## src/verilog/divide_stage_pkg.sv

```systemverilog
// Shared constants, carrier types and rank pick function for the radix-8 remainder stage.
package divide_stage_pkg;

  // Data path geometry.
  localparam int DIGIT_W  = 3;
  localparam int GROUPS   = 16;
  localparam int WORD_W   = 48;
  localparam int REM_W    = 51;

  // Iteration period numbers as counted by the stage.
  localparam logic [4:0] PERIOD_IDLE   = 5'h00;
  localparam logic [4:0] PERIOD_SECOND = 5'h02;
  localparam logic [4:0] PERIOD_LAST   = 5'h11;

  // Low digit patterns: round digits alternate 2 and 5, plain divide enters zero.
  localparam logic [2:0] ROUND_EVEN = 3'h2;
  localparam logic [2:0] ROUND_ODD  = 3'h5;
  localparam logic [2:0] LOW_ZERO   = 3'h0;

  // No borrow can enter the lowest group, so group one sees a constant zero.
  localparam logic       GROUP0_BORROW = 1'b0;

  // Values after reset.
  localparam logic [50:0] REM_RESET   = 51'h0;
  localparam logic [2:0]  DIGIT_RESET = 3'h0;
  localparam logic        FLAG_RESET  = 1'b0;

  // Iteration phase, Gray coded along idle, second, middle, last.
  typedef enum logic [1:0] {
    PH_IDLE   = 2'b00,
    PH_SECOND = 2'b01,
    PH_ITER   = 2'b11,
    PH_LAST   = 2'b10
  } phase_t;

  // Divisor multiples of ranks one to seven, low 48 bits used by the partial network.
  typedef struct packed {
    logic [7:1][47:0] value;
  } multiples_t;

  // Results of the trial network: one flag per rank and group borrows for groups 2 to 16.
  typedef struct packed {
    logic [7:1]       end_around_borrow;
    logic [7:1][16:2] group_borrow;
  } trial_result_t;

  // Highest rank whose flag is clear; rank zero never has a flag.
  function automatic logic [2:0] pick_rank(input logic [7:1] flags);
    logic [2:0] rank;
    rank = 3'h0;
    for (int r = 1; r <= 7; r++) begin
      if (!flags[r]) begin
        rank = 3'(r);
      end
    end
    return rank;
  endfunction : pick_rank

endpackage : divide_stage_pkg

```

## src/verilog/partial_digit_slice.sv

```systemverilog
// One octal digit of the partial subtraction network.
`timescale 1ns/1ps
`default_nettype none
module partial_digit_slice
  import divide_stage_pkg::*;
(
  input  wire logic [2:0]      rem_digit,
  input  wire logic [7:1][2:0] mult_digit,
  output logic      [7:1][2:0] enable
);

  // Complemented remainder digit plus each multiple digit, modulo eight.
  always_comb begin
    for (int r = 1; r <= 7; r++) begin
      enable[r] = 3'(~rem_digit + mult_digit[r]); // [RL2]
    end
  end

endmodule : partial_digit_slice
`default_nettype wire

```

## src/verilog/final_digit_slice.sv

```systemverilog
// One octal digit of the final subtraction network.
`timescale 1ns/1ps
`default_nettype none
module final_digit_slice
  import divide_stage_pkg::*;
(
  input  wire logic [7:1]      flags,
  input  wire logic [7:1]      borrow,
  input  wire logic [7:0][2:0] enable,
  output logic      [2:0]      result
);

  logic [2:0] rank;
  logic       rank_borrow;
  logic [7:0] borrow_ext;

  // Each slice picks its rank locally, which keeps the flag fan-out flat.
  always_comb begin
    rank        = pick_rank(flags); // [RL12] [RL15]
    // Rank zero never borrows; a zero below the borrows keeps the index in range.
    borrow_ext  = {borrow, 1'b0};
    rank_borrow = borrow_ext[rank];
    result      = ~3'(enable[rank] + {2'b00, rank_borrow}); // [RL13]
  end

endmodule : final_digit_slice
`default_nettype wire

```

## src/verilog/radix8_divide_remainder_stage.sv

```systemverilog
// Remainder update stage of a radix-8 divider: partial and final subtraction.
`timescale 1ns/1ps
`default_nettype none
// Behaviour
// [RL1] Remainder bits 0-47 form sixteen octal groups, each with its own slice.
// [RL2] Each slice adds complemented remainder digit to all seven multiple digits.
// [RL3] Partial outputs move up one octal digit before the final stage.
// [RL4] Shifted remainder: top three bits become 48-50, bits 0-44 become 3-47.
// [RL5] Rank-zero bits 48-50 pass only in periods two to seventeen.
// [RL6] Circulate select picks shifted remainder or dividend for rank-zero bits 3-47.
// [RL7] First period feeds the dividend, later periods the remainder, both complemented.
// [RL8] All rank-zero source bits are inverted to form rank-zero enables.
// [RL9] Round divide enters 2 and 5 alternately into bits 0-2 from period two.
// [RL10] Round flag captured at the start, forwarded to the low digit from period two.
// [RL11] Low group loads dividend first, then zero or round pattern every period.
// [RL12] Final stage selects the highest rank whose borrow flag is clear.
// [RL13] Selected rank digit plus its group borrow, inverted, enters the remainder.
// [RL14] Selected rank is registered as the quotient digit and forwarded.
// [RL15] Each final slice gets seven flags, seven borrows and eight enable digits.
// [RL16] Group one borrows come from the low group; others from the trial network.
// [RL17] Remainder bits 0-47 feed back to the partial network every period.
// [RL18] A set flag means remainder below that multiple; clear means not below.
// [RL19] Trial network forces flags in the first period so rank zero loads dividend.
// [RL20] Trial network limits the first quotient digit to ranks zero to two.
// [RL21] Registers update on each rising edge, one digit per active period.
// [RL22] Reset clears remainder, quotient digit and round flag; stage then idles.
module radix8_divide_remainder_stage
  import divide_stage_pkg::*;
(
  input  wire logic          ref_clk,
  input  wire logic          rst,
  input  wire logic          first_iteration_period,
  input  wire logic          round_request,
  input  wire logic [47:0]   dividend,
  input  wire multiples_t    multiples,
  input  wire trial_result_t trial,
  output logic      [50:0]   remainder,
  output logic      [2:0]    quotient_digit,
  output logic               digit_valid,
  output logic               round_request_flag,
  output logic               second_iteration_period,
  output logic               last_iteration_period,
  output logic               busy
);

  phase_t                  phase;
  logic [4:0]              period_count;
  logic                    in_iter;
  logic                    active;
  logic [2:0]              low_digit;
  logic [50:0]             rank0_source;
  logic [50:0]             rank0_enable;
  logic [15:0][7:1][2:0]   part_enable;
  logic [16:1][7:0][2:0]   final_enable;
  logic [16:1][7:1]        final_borrow;
  logic [50:0]             next_remainder;
  logic [2:0]              next_digit;

  // Period decode; a first period always restarts the sequence.
  assign in_iter                 = (phase != PH_IDLE) && !first_iteration_period;
  assign active                  = first_iteration_period || in_iter;
  assign second_iteration_period = in_iter && (phase == PH_SECOND);
  assign last_iteration_period   = in_iter && (phase == PH_LAST);
  assign busy                    = active;

  // Phase machine, advanced by the period counter.
  always_ff @(posedge ref_clk or posedge rst) begin
    if (rst) begin
      phase <= PH_IDLE;
    end else if (first_iteration_period) begin
      phase <= PH_SECOND;
    end else begin
      case (phase)
        PH_SECOND: phase <= PH_ITER;
        PH_ITER:   phase <= (period_count == PERIOD_LAST - 5'h01) ? PH_LAST : PH_ITER;
        PH_LAST:   phase <= PH_IDLE;
        default:   phase <= PH_IDLE;
      endcase
    end
  end

  // Period counter holds the number of the current period while iterating.
  always_ff @(posedge ref_clk or posedge rst) begin
    if (rst) begin
      period_count <= PERIOD_IDLE;
    end else if (first_iteration_period) begin
      period_count <= PERIOD_SECOND;
    end else if (phase == PH_LAST || phase == PH_IDLE) begin
      period_count <= PERIOD_IDLE;
    end else begin
      period_count <= period_count + 5'h01;
    end
  end

  // Round flag is caught with the first period and held for the whole divide.
  always_ff @(posedge ref_clk or posedge rst) begin
    if (rst) begin
      round_request_flag <= FLAG_RESET; // [RL22]
    end else if (first_iteration_period) begin
      round_request_flag <= round_request; // [RL10]
    end
  end

  // Low digit: dividend first, then 2 on even and 5 on odd periods when rounding.
  always_comb begin
    if (first_iteration_period) begin
      low_digit = dividend[2:0]; // [RL11]
    end else if (in_iter && round_request_flag) begin
      low_digit = period_count[0] ? ROUND_ODD : ROUND_EVEN; // [RL9] [RL10]
    end else begin
      low_digit = LOW_ZERO; // [RL11]
    end
  end

  // Rank-zero source; the dividend only matters in the first period.
  always_comb begin
    rank0_source[2:0] = low_digit;
    if (first_iteration_period) begin
      rank0_source[47:3] = dividend[47:3]; // [RL6] [RL7]
    end else begin
      rank0_source[47:3] = remainder[44:0]; // [RL4] [RL6]
    end
    rank0_source[50:48] = in_iter ? remainder[47:45] : 3'h0; // [RL4] [RL5]
  end

  // Inverted source forms the rank-zero enables of every group.
  assign rank0_enable = ~rank0_source; // [RL8]

  // Sixteen partial slices on the remainder fed back from the register.
  for (genvar g = 0; g < GROUPS; g++) begin : g_partial
    logic [7:1][2:0] mult_digit;
    for (genvar r = 1; r <= 7; r++) begin : g_rank
      assign mult_digit[r] = multiples.value[r][DIGIT_W*g +: DIGIT_W];
    end
    partial_digit_slice u_partial (
      .rem_digit  (remainder[DIGIT_W*g +: DIGIT_W]), // [RL1] [RL17]
      .mult_digit (mult_digit),
      .enable     (part_enable[g])
    );
  end

  // Final slices for groups 1 to 16; partial group g lands in group g plus one.
  for (genvar j = 1; j <= GROUPS; j++) begin : g_final
    assign final_enable[j][0] = rank0_enable[DIGIT_W*j +: DIGIT_W];
    for (genvar r = 1; r <= 7; r++) begin : g_rank
      assign final_enable[j][r] = part_enable[j-1][r]; // [RL3]
      if (j == 1) begin : g_low
        assign final_borrow[j][r] = GROUP0_BORROW; // [RL16]
      end else begin : g_trial
        assign final_borrow[j][r] = trial.group_borrow[r][j]; // [RL16]
      end
    end
    final_digit_slice u_final (
      .flags  (trial.end_around_borrow), // [RL15] [RL18]
      .borrow (final_borrow[j]),
      .enable (final_enable[j]),
      .result (next_remainder[DIGIT_W*j +: DIGIT_W])
    );
  end

  // Group zero enables are the same for every rank and never borrow, so it loads its source.
  assign next_remainder[2:0] = rank0_source[2:0]; // [RL11]

  // The quotient digit is the same rank the final slices pick.
  assign next_digit = pick_rank(trial.end_around_borrow); // [RL12] [RL14]

  // Remainder register holds its value outside a divide so the bench can read it.
  always_ff @(posedge ref_clk or posedge rst) begin
    if (rst) begin
      remainder <= REM_RESET; // [RL22]
    end else if (active) begin
      remainder <= next_remainder; // [RL13] [RL21]
    end
  end

  // Quotient digit register and its valid strobe toward the shift register.
  always_ff @(posedge ref_clk or posedge rst) begin
    if (rst) begin
      quotient_digit <= DIGIT_RESET; // [RL22]
      digit_valid    <= 1'b0;
    end else begin
      digit_valid <= active;
      if (active) begin
        quotient_digit <= next_digit; // [RL14] [RL21]
      end
    end
  end

  // Checks on the registered results against their causes one period earlier.
  logic [7:1] all_flags;
  assign all_flags = 7'h7f;

  // Independent period count for the length checks, restarted by every first period.
  logic [4:0] check_count;
  always_ff @(posedge ref_clk or posedge rst) begin
    if (rst) begin
      check_count <= PERIOD_IDLE;
    end else if (first_iteration_period) begin
      check_count <= PERIOD_SECOND;
    end else if (check_count == PERIOD_LAST) begin
      check_count <= PERIOD_IDLE;
    end else if (check_count != PERIOD_IDLE) begin
      check_count <= check_count + 5'h01;
    end
  end

  property p_first_load;
    @(posedge ref_clk) disable iff (rst)
      (first_iteration_period && trial.end_around_borrow == all_flags)
      |=> (remainder == {3'h0, $past(dividend)});
  endproperty
  a_first_load: assert property (p_first_load) // [RL7] [RL19]
    else $error("first period did not load the dividend");

  property p_round_second;
    @(posedge ref_clk) disable iff (rst)
      (first_iteration_period && round_request) ##1 !first_iteration_period
      |=> (remainder[2:0] == ROUND_EVEN);
  endproperty
  a_round_second: assert property (p_round_second) // [RL9]
    else $error("round digit in second period is not 2");

  property p_round_alternate;
    @(posedge ref_clk) disable iff (rst)
      (in_iter && round_request_flag && !last_iteration_period) ##1 in_iter
      |=> (remainder[2:0] == ~$past(remainder[2:0]));
  endproperty
  a_round_alternate: assert property (p_round_alternate) // [RL9]
    else $error("round digits do not alternate");

  property p_plain_low;
    @(posedge ref_clk) disable iff (rst)
      (in_iter && !round_request_flag) |=> (remainder[2:0] == LOW_ZERO);
  endproperty
  a_plain_low: assert property (p_plain_low) // [RL11]
    else $error("plain divide low digit is not zero");

  property p_digit_pick;
    @(posedge ref_clk) disable iff (rst)
      active |=> digit_valid &&
        (({$past(trial.end_around_borrow), 1'b0} >> quotient_digit)
          == ((8'hff >> quotient_digit) & 8'hfe));
  endproperty
  a_digit_pick: assert property (p_digit_pick) // [RL12] [RL14]
    else $error("quotient digit is not the highest clear rank");

  property p_circulate;
    @(posedge ref_clk) disable iff (rst)
      (in_iter && trial.end_around_borrow == all_flags)
      |=> (remainder[50:3] == $past(remainder[47:0]));
  endproperty
  a_circulate: assert property (p_circulate) // [RL3] [RL4] [RL6]
    else $error("rank zero did not shift the remainder up one digit");

  property p_idle_hold;
    @(posedge ref_clk) disable iff (rst)
      !active |=> $stable(remainder) && !digit_valid;
  endproperty
  a_idle_hold: assert property (p_idle_hold) // [RL21]
    else $error("remainder changed outside a divide");

  // These checks lean on check_count, so a slip in the period counter cannot hide itself.
  property p_length;
    @(posedge ref_clk) disable iff (rst)
      !first_iteration_period
      |-> (last_iteration_period == (check_count == PERIOD_LAST));
  endproperty
  a_length: assert property (p_length) // [RL21]
    else $error("last period flag does not mark period seventeen");

  property p_end;
    @(posedge ref_clk) disable iff (rst)
      !first_iteration_period |-> (busy == (check_count != PERIOD_IDLE));
  endproperty
  a_end: assert property (p_end) // [RL21]
    else $error("stage busy outside periods one to seventeen");

  property p_round_parity;
    @(posedge ref_clk) disable iff (rst)
      (in_iter && round_request_flag)
      |=> (remainder[2:0] == ($past(check_count[0]) ? ROUND_ODD : ROUND_EVEN));
  endproperty
  a_round_parity: assert property (p_round_parity) // [RL9]
    else $error("round digit does not follow the period parity");

  property p_round_capture;
    @(posedge ref_clk) disable iff (rst)
      first_iteration_period |=> (round_request_flag == $past(round_request));
  endproperty
  a_round_capture: assert property (p_round_capture) // [RL10]
    else $error("round flag not caught with the first period");

  property p_flag_hold;
    @(posedge ref_clk) disable iff (rst)
      !first_iteration_period |=> $stable(round_request_flag);
  endproperty
  a_flag_hold: assert property (p_flag_hold) // [RL10]
    else $error("round flag changed during a divide");

  property p_low_first;
    @(posedge ref_clk) disable iff (rst)
      first_iteration_period |=> (remainder[2:0] == $past(dividend[2:0]));
  endproperty
  a_low_first: assert property (p_low_first) // [RL11]
    else $error("first period did not load the low dividend digit");

  property p_quotient_hold;
    @(posedge ref_clk) disable iff (rst)
      !active |=> $stable(quotient_digit);
  endproperty
  a_quotient_hold: assert property (p_quotient_hold) // [RL14]
    else $error("quotient digit changed outside a divide");

  property p_second_limit;
    @(posedge ref_clk) disable iff (rst)
      (second_iteration_period && trial.end_around_borrow[7:3] == 5'h1f)
      |=> (quotient_digit <= 3'h2);
  endproperty
  a_second_limit: assert property (p_second_limit) // [RL12]
    else $error("second period picked a rank above two");

  property p_top_gate;
    @(posedge ref_clk) disable iff (rst)
      (first_iteration_period && trial.end_around_borrow == all_flags)
      |=> (remainder[50:48] == 3'h0);
  endproperty
  a_top_gate: assert property (p_top_gate) // [RL5]
    else $error("top digit passed in the first period");

  // Main scenarios worth seeing in simulation.
  c_round_divide: cover property (@(posedge ref_clk) disable iff (rst)
    round_request_flag && last_iteration_period);
  c_rank_seven: cover property (@(posedge ref_clk) disable iff (rst)
    digit_valid && quotient_digit == 3'h7);
  c_restart: cover property (@(posedge ref_clk) disable iff (rst)
    (phase != PH_IDLE) && first_iteration_period);
  c_back_to_back: cover property (@(posedge ref_clk) disable iff (rst)
    last_iteration_period ##1 first_iteration_period);
  c_second_rank_two: cover property (@(posedge ref_clk) disable iff (rst)
    second_iteration_period && !trial.end_around_borrow[2]);

endmodule : radix8_divide_remainder_stage
`default_nettype wire

```

## config.mk

```make
export PLATFORM = sky130hd
export DESIGN_NAME = radix8_divide_remainder_stage
export DESIGN_NICKNAME = d
export VERILOG_FILES = /design/src/verilog/divide_stage_pkg.sv /design/src/verilog/partial_digit_slice.sv /design/src/verilog/final_digit_slice.sv /design/src/verilog/radix8_divide_remainder_stage.sv
export SDC_FILE = /design/constraint.sdc
export NUM_CORES = 1
export LEC_CHECK = 0
export BUFFER_PORTS_ARGS = -buffer_cell sky130_fd_sc_hd__buf_2
export CAP_MARGIN = 20
export CORE_AREA = 4 4 215 217
export CTS_BUF_LIST = sky130_fd_sc_hd__clkbuf_8
export DETAILED_ROUTE_END_ITERATION = 16
export DIE_AREA = 0 0 219 221
export GPL_ROUTABILITY_DRIVEN = 0
export HOLD_SLACK_MARGIN = 0.08
export PLACE_DENSITY = 0.59
export RECOVER_POWER = 50
export SETUP_SLACK_MARGIN = 0.02
export SYNTH_ARGS = -nofsm -noshare
export SYNTH_HDL_FRONTEND = slang
export SYNTH_SLANG_ARGS = --single-unit
```

## constraint.sdc

```tcl
create_clock -name ref_clk -period 5.9 [get_ports ref_clk]
set_input_delay 1.18 -clock ref_clk [delete_from_list [all_inputs] [get_ports ref_clk]]
set_output_delay 1.18 -clock ref_clk [all_outputs]
set_load 0.03 [all_outputs]
```

* Word-level counts from Yosys, hierarchy flattened
Memories as Yosys holds them, arrays and structs flattened. Cells that the tools add are included.
Word-level totals: logic and storage cells 263, bits in read-only memories 8, output and inout port bits 59, memories kept 1, register bits 63, bits of input ports 500
Memories:
- (no name shown) | depth 8, bits a word 1, rd ports 1, clocked after Yosys merged registers in 0, write ports 0, RTL line final_digit_slice.sv:22 | rank_borrow = borrow_ext[rank];
Cells by class: equal/unequal tests 4, magnitude comparators 1, bitwise operators 33, reductions and logical operators 9, add/subtract/negate cells 129, multiplexer cells 80
Operator list (count):
- $add 3x3->3 | 112
- $bmux 3 s3 | 16
- $not 3->3 | 32
- $mux 3 | 26
- $not 51->51 | 1
- $add 3x1->3 | 16
- $bmux 1 s3 | 15
- $mux 45 | 1
- $mux 1 | 18
- $mux 5 | 2
- $add 5x1->5 const B | 1
- $eq 5x5->1 const B | 1
- $eq 2x2->1 const B | 2
- $logic_and 1x1->1 | 4
- $lt 3x4->1 const B | 1
- $pmux 2 s2 | 1
- $eq 2x1->1 const B | 1
- $logic_not 2->1 | 1
- $logic_or 1x1->1 | 2
- $mux 2 | 1
- $reduce_bool 2->1 | 1
- $logic_not 1->1 | 1

* Longest topological paths before layout
Gate-level depths: netlist of run 1.
word-level depth 11, depth in mapped cells 16, gate-level depth less buffers 11

* Modules after synthesis
A second synthesis of run 1 with hierarchy kept.
Second synthesis, totals: cell total of the unflattened synthesis 2064, area total of the unflattened synthesis 16493.3 um2
By module, submodules not included:
- final_digit_slice | times used 16, area each 395.4 um2, cells each 73, sequential area each 0.0 um2
- partial_digit_slice (g_partial[13].u_partial ...) | times used 10, area each 454.2 um2, cells each 36, sequential area each 0.0 um2
- radix8_divide_remainder_stage | times used 1, area each 2967.8 um2, cells each 326, sequential area each 1576.5 um2
- partial_digit_slice (g_partial[0].u_partial ...) | times used 6, area each 442.9 um2, cells each 35, sequential area each 0.0 um2

* Worst setup path before layout of run 1
Ideal clock, no wire load.
kind input -> output, start point input port first_iteration_period, end point output port busy, data required time 4720 ps, setup slack 2183 ps, path buffers 3, cell stages on the path 5, data arrival time 2537 ps, cell sequence buf_2 -> nor3_2 -> clkinv_1 -> clkbuf_1 -> clkbuf_1
Between the ends: cells in the longest elaborated chain, start to end 3
RTL lines:
- start: declaration | RTL line radix8_divide_remainder_stage.sv:32 | input wire logic first_iteration_period,
- $logic_not 1->1 | RTL line radix8_divide_remainder_stage.sv:60 | assign in_iter = (phase != PH_IDLE) && !first_iteration_period;
- $logic_and 1x1->1 | RTL line radix8_divide_remainder_stage.sv:60
- $logic_or 1x1->1 * | RTL line radix8_divide_remainder_stage.sv:61 | assign active = first_iteration_period || in_iter;
- end: declaration | RTL line radix8_divide_remainder_stage.sv:43 | output logic busy
Mark *: on every way between the ends. The rest lies on a longest branch, timed or not.

* Worst setup path after layout of run 1
start point input port trial[111] in the netlist's numbering, end point register remainder[32]
Between the ends: cells in the longest elaborated chain, start to end 5, elaborated cells between the ends (all ways) 7, those cells by class add/sub (1); mux (5); bitwise (1)
RTL lines:
- start: declaration | RTL line radix8_divide_remainder_stage.sv:36 | input wire trial_result_t trial,
- $mux 3 * | RTL line divide_stage_pkg.sv:52 | if (!flags[r]) begin
- $bmux 3 s3 / $bmux 1 s3 (equally long branches) | RTL line final_digit_slice.sv:23, final_digit_slice.sv:22
- $mux 3 (implied by the code) / $mux 1 (equally long branches) | RTL line final_digit_slice.sv:23, final_digit_slice.sv:22
- $add 3x1->3 * | RTL line final_digit_slice.sv:23 | result = ~3'(enable[rank] + {2'b00, rank_borrow});
- $not 3->3 * | RTL line final_digit_slice.sv:23
- end signal: assignment | RTL line radix8_divide_remainder_stage.sv:172 | remainder <= next_remainder;
- end: declaration | RTL line radix8_divide_remainder_stage.sv:37 | output logic [50:0] remainder,
Mark *: on every way between the ends. The rest lies on a longest branch, timed or not. The select of a mux whose other input is x is not followed. A chain may end at the register's enable or synchronous reset.

==> results of run 1 <==
==> worst max-delay path by stage <==
| stage | end | start |
|---|---|---|
| 6_report | remainder[32]$_DFFE_PP0P_ | trial[111] |
| 5_1_grt | remainder[32]$_DFFE_PP0P_ | trial[111] |
| 4_1_cts | remainder[32]$_DFFE_PP0P_ | trial[111] |
| 3_5_place_dp | remainder[32]$_DFFE_PP0P_ | trial[111] |
| 3_3_place_gp | remainder[32]$_DFFE_PP0P_ | trial[111] |
| 2_1_floorplan | busy | first_iteration_period |
==> flip-flops by register name (all words and copies together), names as in the netlist <==
name / count
remainder: 51
period_count: 5
quotient_digit: 3
phase: 2
digit_valid: 1
round_request_flag: 1
==> power groups by stage <==
stage | logic [uW] | clock network [uW] | registers (uW)
after detailed placement | 4400 | 0 | 950
after CTS | 4430 | 528 | 942
after global routing | 4920 | 537 | 972
after floorplan | 2860 | 0 | 1100
final | 4380 | 508 | 941
after global placement | 4300 | 0 | 944
==> cell families after synthesis <==
| family | after synthesis |
|---|---|
| adders and majority gates | 256 |
| DFF | 63 |
| xor gates and xnor gates | 158 |
| and+or+nand+nor | 603 |
| buffers and inverters | 153 |
| AOI/OAI and AO/OA | 239 |
| muxes | 71 |
==> through the flow <==
step	worst slack, ns	hold WS, ns	cell area, um2
global placement	1.370	0.4780	16310
CTS	1.648	0.5154	16550
floorplan	2.183	0.4694	12940
global route	1.461	0.5428	16540
detailed placement	1.221	0.4949	16310
finish	1.694	0.5122	16540
==> area by class of cell <==
cell class	count	area [um2]	share of cell area [%]
inverters	52	198.9	1.203
clock inverters	4	93.84	0.5673
well taps	592	740.7	4.478
flip-flops and latches	63	1577	9.531
multi-input cells	1327	10740	64.92
diodes	2	5.005	0.03026
clock buffers	11	151.4	0.9153
repair buffers	588	3037	18.36
==> cell usage after synthesis (3+ instances only) <==
master,instances,share of area (%)
a311oi_1,5,0.34
fa_1,112,17
nor3_1,12,0.46
a221o_1,7,0.54
nand3b_1,9,0.52
nand4_1,4,0.19
dfrtp_1,63,12
buf_6,4,0.35
o2bb2ai_1,7,0.47
a211oi_1,5,0.29
a32o_1,3,0.23
o31ai_1,3,0.17
a221oi_2,10,1.2
nand2b_1,5,0.24
inv_1,51,1.5
mux4_2,29,5.0
nor2_1,73,2.1
mux2_2,6,0.52
ha_1,144,14
o21ai_0,30,1.2
o22ai_1,11,0.53
o21ai_1,21,0.81
xor2_1,65,4.4
a22oi_1,10,0.58
nand2_1,322,9.3
buf_1,6,0.17
buf_2,46,1.8
a21oi_1,93,3.6
a31oi_1,5,0.24
xnor2_1,93,6.3
nand3_1,166,6.4
mux2i_1,36,2.8
buf_4,5,0.29
o221ai_1,12,0.81
clkbuf_1,40,1.2
==> metal layers <==
metal	up-vias	part of all wire (%)	track usage, %
met1	6754	40	30.49
met2	640	50	42.96
met3	89	7.1	3.704
li1	6353	-	-
met4	4	2.5	6.177
met5	-	0.033	0
==> out/metrics.yaml, run 1 <==
drt_iter0_drc: 850
r2r_end: "remainder[32]$_DFFE_PP0P_"
start_util_pct: 29.32
synthAdderAreaFrac_pct: 31.25
layout-drive-gt1-share_pct: 31.49
ys.flop_type: "dfrtp_1"
p_seq_share_pct: 16.1
synth_cells: 1543
min_to: "quotient_digit[2]$_DFFE_PP0P_"
sw_frac_of_total_pct: 52.36
cpMaxStageDelayCell: "nor2_4"
core-area_um2: 44120
reg2reg_setup_slack_ns: 2.97
vias: 13840
num_rows: 77
status: "complete, no violations"
grt_pass1_vias: 14726
synth_xor_area_share_pct: 10.70
cts_hold_buf: 0
ioPinCount: 559
reg2reg_from: "remainder[27]$_DFFE_PP0P_"
fill_cells: 4656
die_x_um: 219
powerDensity_nw_per_um2: 352.4
h-tree-depth: 3
critical_path.top_delay_family: "simple AND/OR/NAND/NOR gates"
share_comb_of_total_power_pct: 75.1
max_cap_violations: 0
power_frac_clock_pct: 8.7
clock_sinks: 63
vdd_ir_drop_max_uv: 138.4
grt_overflow_total: 0
worstPathRequired_ns: 6.13
slew_violations: 0
cts_resized: 0
ys_async_sr_fraction_pct: 100.0
dieArea_um2: 48400
worstSetupPathType: "primary input to register"
syn_avg_cell_area_um2: 8.385
setup_viol: 0
cp-end-kind: "register"
die-height_um: 221
period_share_pct: 71.29
cts_setup_buffers: 0
ant_nets: 0
final_cell_mix: "537 x buf_2, 322 x nand2_1, 166 x nand3_1"
syn-num-nets: 2299
placedCellCount: 2621
wl_per_cell_um: 23.06
hp-start: "quotient_digit[2]$_DFFE_PP0P_"
fin_util_pct: 37.49
final_cells: 2639
fin_crit_ns: 4.206
cp.depth: 12
track_usage_pct: 24.16
p_sw_uw: 3051
clock-skew-final_ns: 0.01722
synth_compound_area_share_pct: 12.17
slew_headroom_pct: 27.86
crit_chain: "buf_2 > nand2_1 > nor2_4 > buf_4 > nand2_1 > a21oi_1 > a21oi_1 > o21ai_1 > ha_1 > ha_1 > xnor2_1 > a21oi_1"
syn_area_um2: 12940
clk_pin_slew_ns: 0.09
p_leak_uw: 0.008089
synth-simple-area-share_pct: 20.08
grt_pass1_wl_um: 89050
hp-class: "register to register"
min_path_cells: 1
cts_root_buf: "clkbuf_8"
clk_path_buf_depth: 2
wirelength_um: 60860
worstPathMaxFanout: 32
yosys_warnings: 0
routed_via_density: 5.244
rsz0062_at_grt: "false"
dr.pass1.iters: 5
fmax_mhz: 237.8
synth_top_family_by_area: "adder cells"
crit_buf_inv: 2
ys_types: 60
drc_errors: 0
cts_tree: "yes"
clock_latency_ns: 0.38
hold_viol_final: 0
final_common_cell: "buf_2"
finalPower_uw: 5828
worst_pin_slew_ns: 1.079
place_hpwl_um: 49820
grt_max_degree: 84
start_kind: "primary input"
io_buffer_count: 558
rr_worst_depth: 11
synth-seq-area-share_pct: 12.18
finalSetupTns_ns: 0
path_common_cell: "a21oi_1"
fin_nets: 2797
synth.area.mux_share_pct: 8.355
synth_edf_count: 0
grt_antenna_before_repair: 5
critPathArrivalTime_ns: 4.44
p_int_uw: 2777
ys_ff_latch: 63
cts_buffers: 9
critPathMaxStageDelay_ns: 0.70
syn2layout_area_growth_pct: 27.84
Power figures use the tool's default switching activity.
==> run 2, diff against run 1 <==
Settings changed: ABC_AREA set to 1, CORE_AREA 4 4 215 217 to 4 4 212 214, DIE_AREA 0 0 219 221 to 0 0 216 218, PLACE_DENSITY 0.59 to 0.65.
Clock period 5.9 ns to 4 ns, I/O delays scaled along.
==> out/metrics.yaml, run 2 <==
status: "finished with violations"  # was complete, no violations
violations: "max-capacitance violations, max-slew violations"
synth_edf_count: 0  # unchanged
setup_viol: 0  # unchanged
finalSetupTns_ns: 0  # unchanged
max_cap_violations: 2  # was 0
clk_path_buf_depth: 2  # unchanged
crit_chain: "buf_2 > inv_2 > nor3_4 > buf_12 > buf_12 > nor2_1 > o21ai_0 > o211ai_1 > nand2_1 > inv_1 > ha_1 > ha_1 > inv_1 > nand2_1 > nand3_1 > nand2_1"  # was buf_2 > nand2_1 > nor2_4 > buf_4 > nand2_1 > a21oi_1 > a21oi_1 > o21ai_1 > ha_1 > ha_1 > xnor2_1 > a21oi_1
synth_top_family_by_area: "simple AND/OR/NAND/NOR gates"  # was adder cells
vias: 17797  # was 13840
die_x_um: 216  # was 219 um
grt_pass1_wl_um: 95650  # was 89050 um
ys.flop_type: "dfrtp_1"  # unchanged
synthTopCellsByCount: "792 x nand2_1, 315 x nand3_1, 298 x inv_1, 160 x o21ai_0, 144 x ha_1"  # was 322 x nand2_1, 166 x nand3_1, 144 x ha_1, 112 x fa_1
synth_area_leaders: "nand2_1 20%, fa_1 15%, ha_1 12%"  # was fa_1 17%, ha_1 14%, dfrtp_1 12%
fin_nets: 3589  # was 2797
finalPower_uw: 9505  # was 5828 uW
fin_util_pct: 42.97  # was 37.49%
cp-end-kind: "register"  # unchanged
synth.area.mux_share_pct: 0  # was 8.355%
critPathMaxStageDelay_ns: 0.48  # was 0.70 ns
final_cell_mix: "792 x nand2_1, 536 x buf_2, 315 x nand3_1"  # was 537 x buf_2, 322 x nand2_1, 166 x nand3_1
drt_iter0_drc: 1531  # was 850
ys_types: 27  # was 60
ioPinCount: 559  # unchanged
largest_reg_flops: 51  # unchanged
synth_cells: 2375  # was 1543
drc_errors: 0  # unchanged
slew_violations: 52  # was 0
clk_pin_slew_ns: 0.10  # was 0.09 ns
wl_per_cell_um: 18.21  # was 23.06 um
hp-class: "register to register"  # unchanged
post_dp_cell_area_um2: 18230  # was 16310 um2
clock_latency_ns: 0.37  # was 0.38 ns
syn_avg_cell_area_um2: 6.312  # was 8.385 um2
cts_setup_buffers: 0  # unchanged
cts_resized: 0  # unchanged
cts_buffers: 9  # unchanged
worstSetupPathType: "primary input to register"  # unchanged
track_usage_pct: 25.31  # was 24.16%
fin_crit_ns: 2.952
clock_sinks: 63  # unchanged
ant_nets: 0  # unchanged
routed_via_density: 5.181  # was 5.244
synth.most_common_cell: "nand2_1"  # unchanged
grt_pass1_vias: 17518  # was 14726
worst_pin_slew_ns: 1.570  # was 1.079 ns
grt_max_degree: 111  # was 84
reg2reg_from: "remainder[6]$_DFFE_PP0P_"  # was remainder[27]$_DFFE_PP0P_
final_common_cell: "nand2_1"  # was buf_2
cts_tree: "yes"  # unchanged
worstPathMaxFanout: 37  # was 32
synth-simple-area-share_pct: 36.59  # was 20.08%
synth-seq-area-share_pct: 10.52  # was 12.18%
fmax_mhz: 338.8
clock-skew-final_ns: 0.02070  # was 0.01722 ns
dieArea_um2: 47090  # was 48400 um2
period_share_pct: 73.79
path_common_cell: "nand2_1"  # was a21oi_1
ys_async_sr_fraction_pct: 100.0  # unchanged
syn2layout_area_growth_pct: 22.93  # was 27.84%
cp-startpoint: "trial[111]"  # unchanged
wirelength_um: 62540  # was 60860 um
die-height_um: 218  # was 221 um
synth_compound_area_share_pct: 8.781  # was 12.17%
num_rows: 76  # was 77
hp-start: "remainder[50]$_DFFE_PP0P_"  # was quotient_digit[2]$_DFFE_PP0P_
grt_overflow_total: 0  # unchanged
cts_root_buf: "clkbuf_8"  # unchanged
synth_xor_area_share_pct: 5.550  # was 10.70%
top_regs: "remainder: 51 flops, period_count: 5 flops, quotient_digit: 3 flops"  # unchanged
syn_area_um2: 14990  # was 12940 um2
place_hpwl_um: 49510  # was 49820 um
rsz0062_at_grt: "false"  # unchanged
start_util_pct: 34.95  # was 29.32%
hold_viol_final: 0  # unchanged
h-tree-depth: 3  # unchanged
cpMaxStageDelayCell: "nor3_4"  # was nor2_4
top_register: "remainder"  # unchanged
synthAdderAreaFrac_pct: 26.98  # was 31.25%
final_area_um2: 18430  # was 16540 um2
layout-drive-gt1-share_pct: 20.72  # was 31.49%
start_kind: "primary input"  # unchanged
cts_hold_buf: 0  # unchanged
yosysTopAreaCell: "nand2_1"  # was fa_1
core-area_um2: 42890  # was 44120 um2
io_buffer_count: 558  # unchanged
powerDensity_nw_per_um2: 515.8  # was 352.4 nW/um2
p_leak_uw: 0.01032  # was 0.008089 uW
syn-num-nets: 3131  # was 2299
slew_headroom_pct: -5.236  # was 27.86%
worstPathRequired_ns: 4.24  # was 6.13 ns
vdd_ir_drop_max_uv: 380.4  # was 138.4 uV
grt_antenna_before_repair: 17  # was 5
yosys_warnings: 0  # unchanged
dr.pass1.iters: 6  # was 5
ys_ff_latch: 63  # unchanged
critPathArrivalTime_ns: 3.19  # was 4.44 ns
synth_top_cell_area_share_pct: 19.83  # was 17.33%
## run 2: cell types whose count changed after synthesis, sizes merged, moves of 36 or more
| cell | change |
|---|---|
| xnor2 | -36 |
| nand3b | +62 |
| nand2 | +469 |
| mux2i | -36 |
| o21ai | +111 |
| nand3 | +149 |
| inv | +252 |
| a21oi | -43 |
## run 2: layer usage
metal	routed length [um]	up-vias	GRT usage, %
li1	-	8471	-
met1	25030	8347	31.39
met2	30740	823	44.64
met3	4763	146	4.278
met4	1945	10	8.513
met5	56	-	0
## run 2: final cells by class
class / count / area [um2]
multi-input combinational: 1875 / 11700
clock buffer: 9 / 123.9
timing repair buffer: 580 / 3040
inverter: 304 / 1147
sequential: 63 / 1577
fill: 4634 / 24460
tap: 585 / 732.0
antenna: 12 / 30.03
clock inverter: 7 / 78.83
## run 2: final timing paths
kind,cells past startpoint,endpoint,slack [ns]
worst max-delay path,16,remainder[32]$_DFFE_PP0P_,1.05
worst min-delay path,2,remainder[50]$_DFFE_PP0P_,0.50
worst max register to register,14,remainder[11]$_DFFE_PP0P_,1.51
worst min register to register,2,remainder[50]$_DFFE_PP0P_,0.50
max in group asynchronous,3,remainder[24]$_DFFE_PP0P_,1.65
min in group asynchronous,2,remainder[48]$_DFFE_PP0P_,0.78
## run 2: metrics by stage
step,hold WS (ns),cells,setup WS (ns)
after floorplan,0.4707,2375,1.184
after global placement,0.4645,3407,0.8267
after detailed placement,0.4725,3407,0.7609
after CTS,0.4781,3423,1.160
after global routing,0.5280,3433,0.8893
final,0.4978,3435,1.049
## run 2: worst max-delay path, delay by kind of cell
kind / cells / cell delay [ns]
fa+ha+maj: 2 / 0.39
compound gates: 2 / 0.21
buf+inv: 6 / 0.88
simple gates: 6 / 0.89
## run 2: logic make-up (layout without fill, tap and decap cells)
logic type,Yosys count,after routing
XOR/XNOR,95,95
flip-flops,63,63
adder cells (fa/ha/maj),256,256
other,0,12
AO/OA/AOI/OAI,249,249
buffers and inverters,437,900
AND/OR/NAND/NOR,1275,1275
## run 2: report_power, final
group | switching (uW) | total (uW) | internal [uW]
logic | 4550 | 7460 | 2910
registers | 539 | 1420 | 885
clock network | 323 | 620 | 296
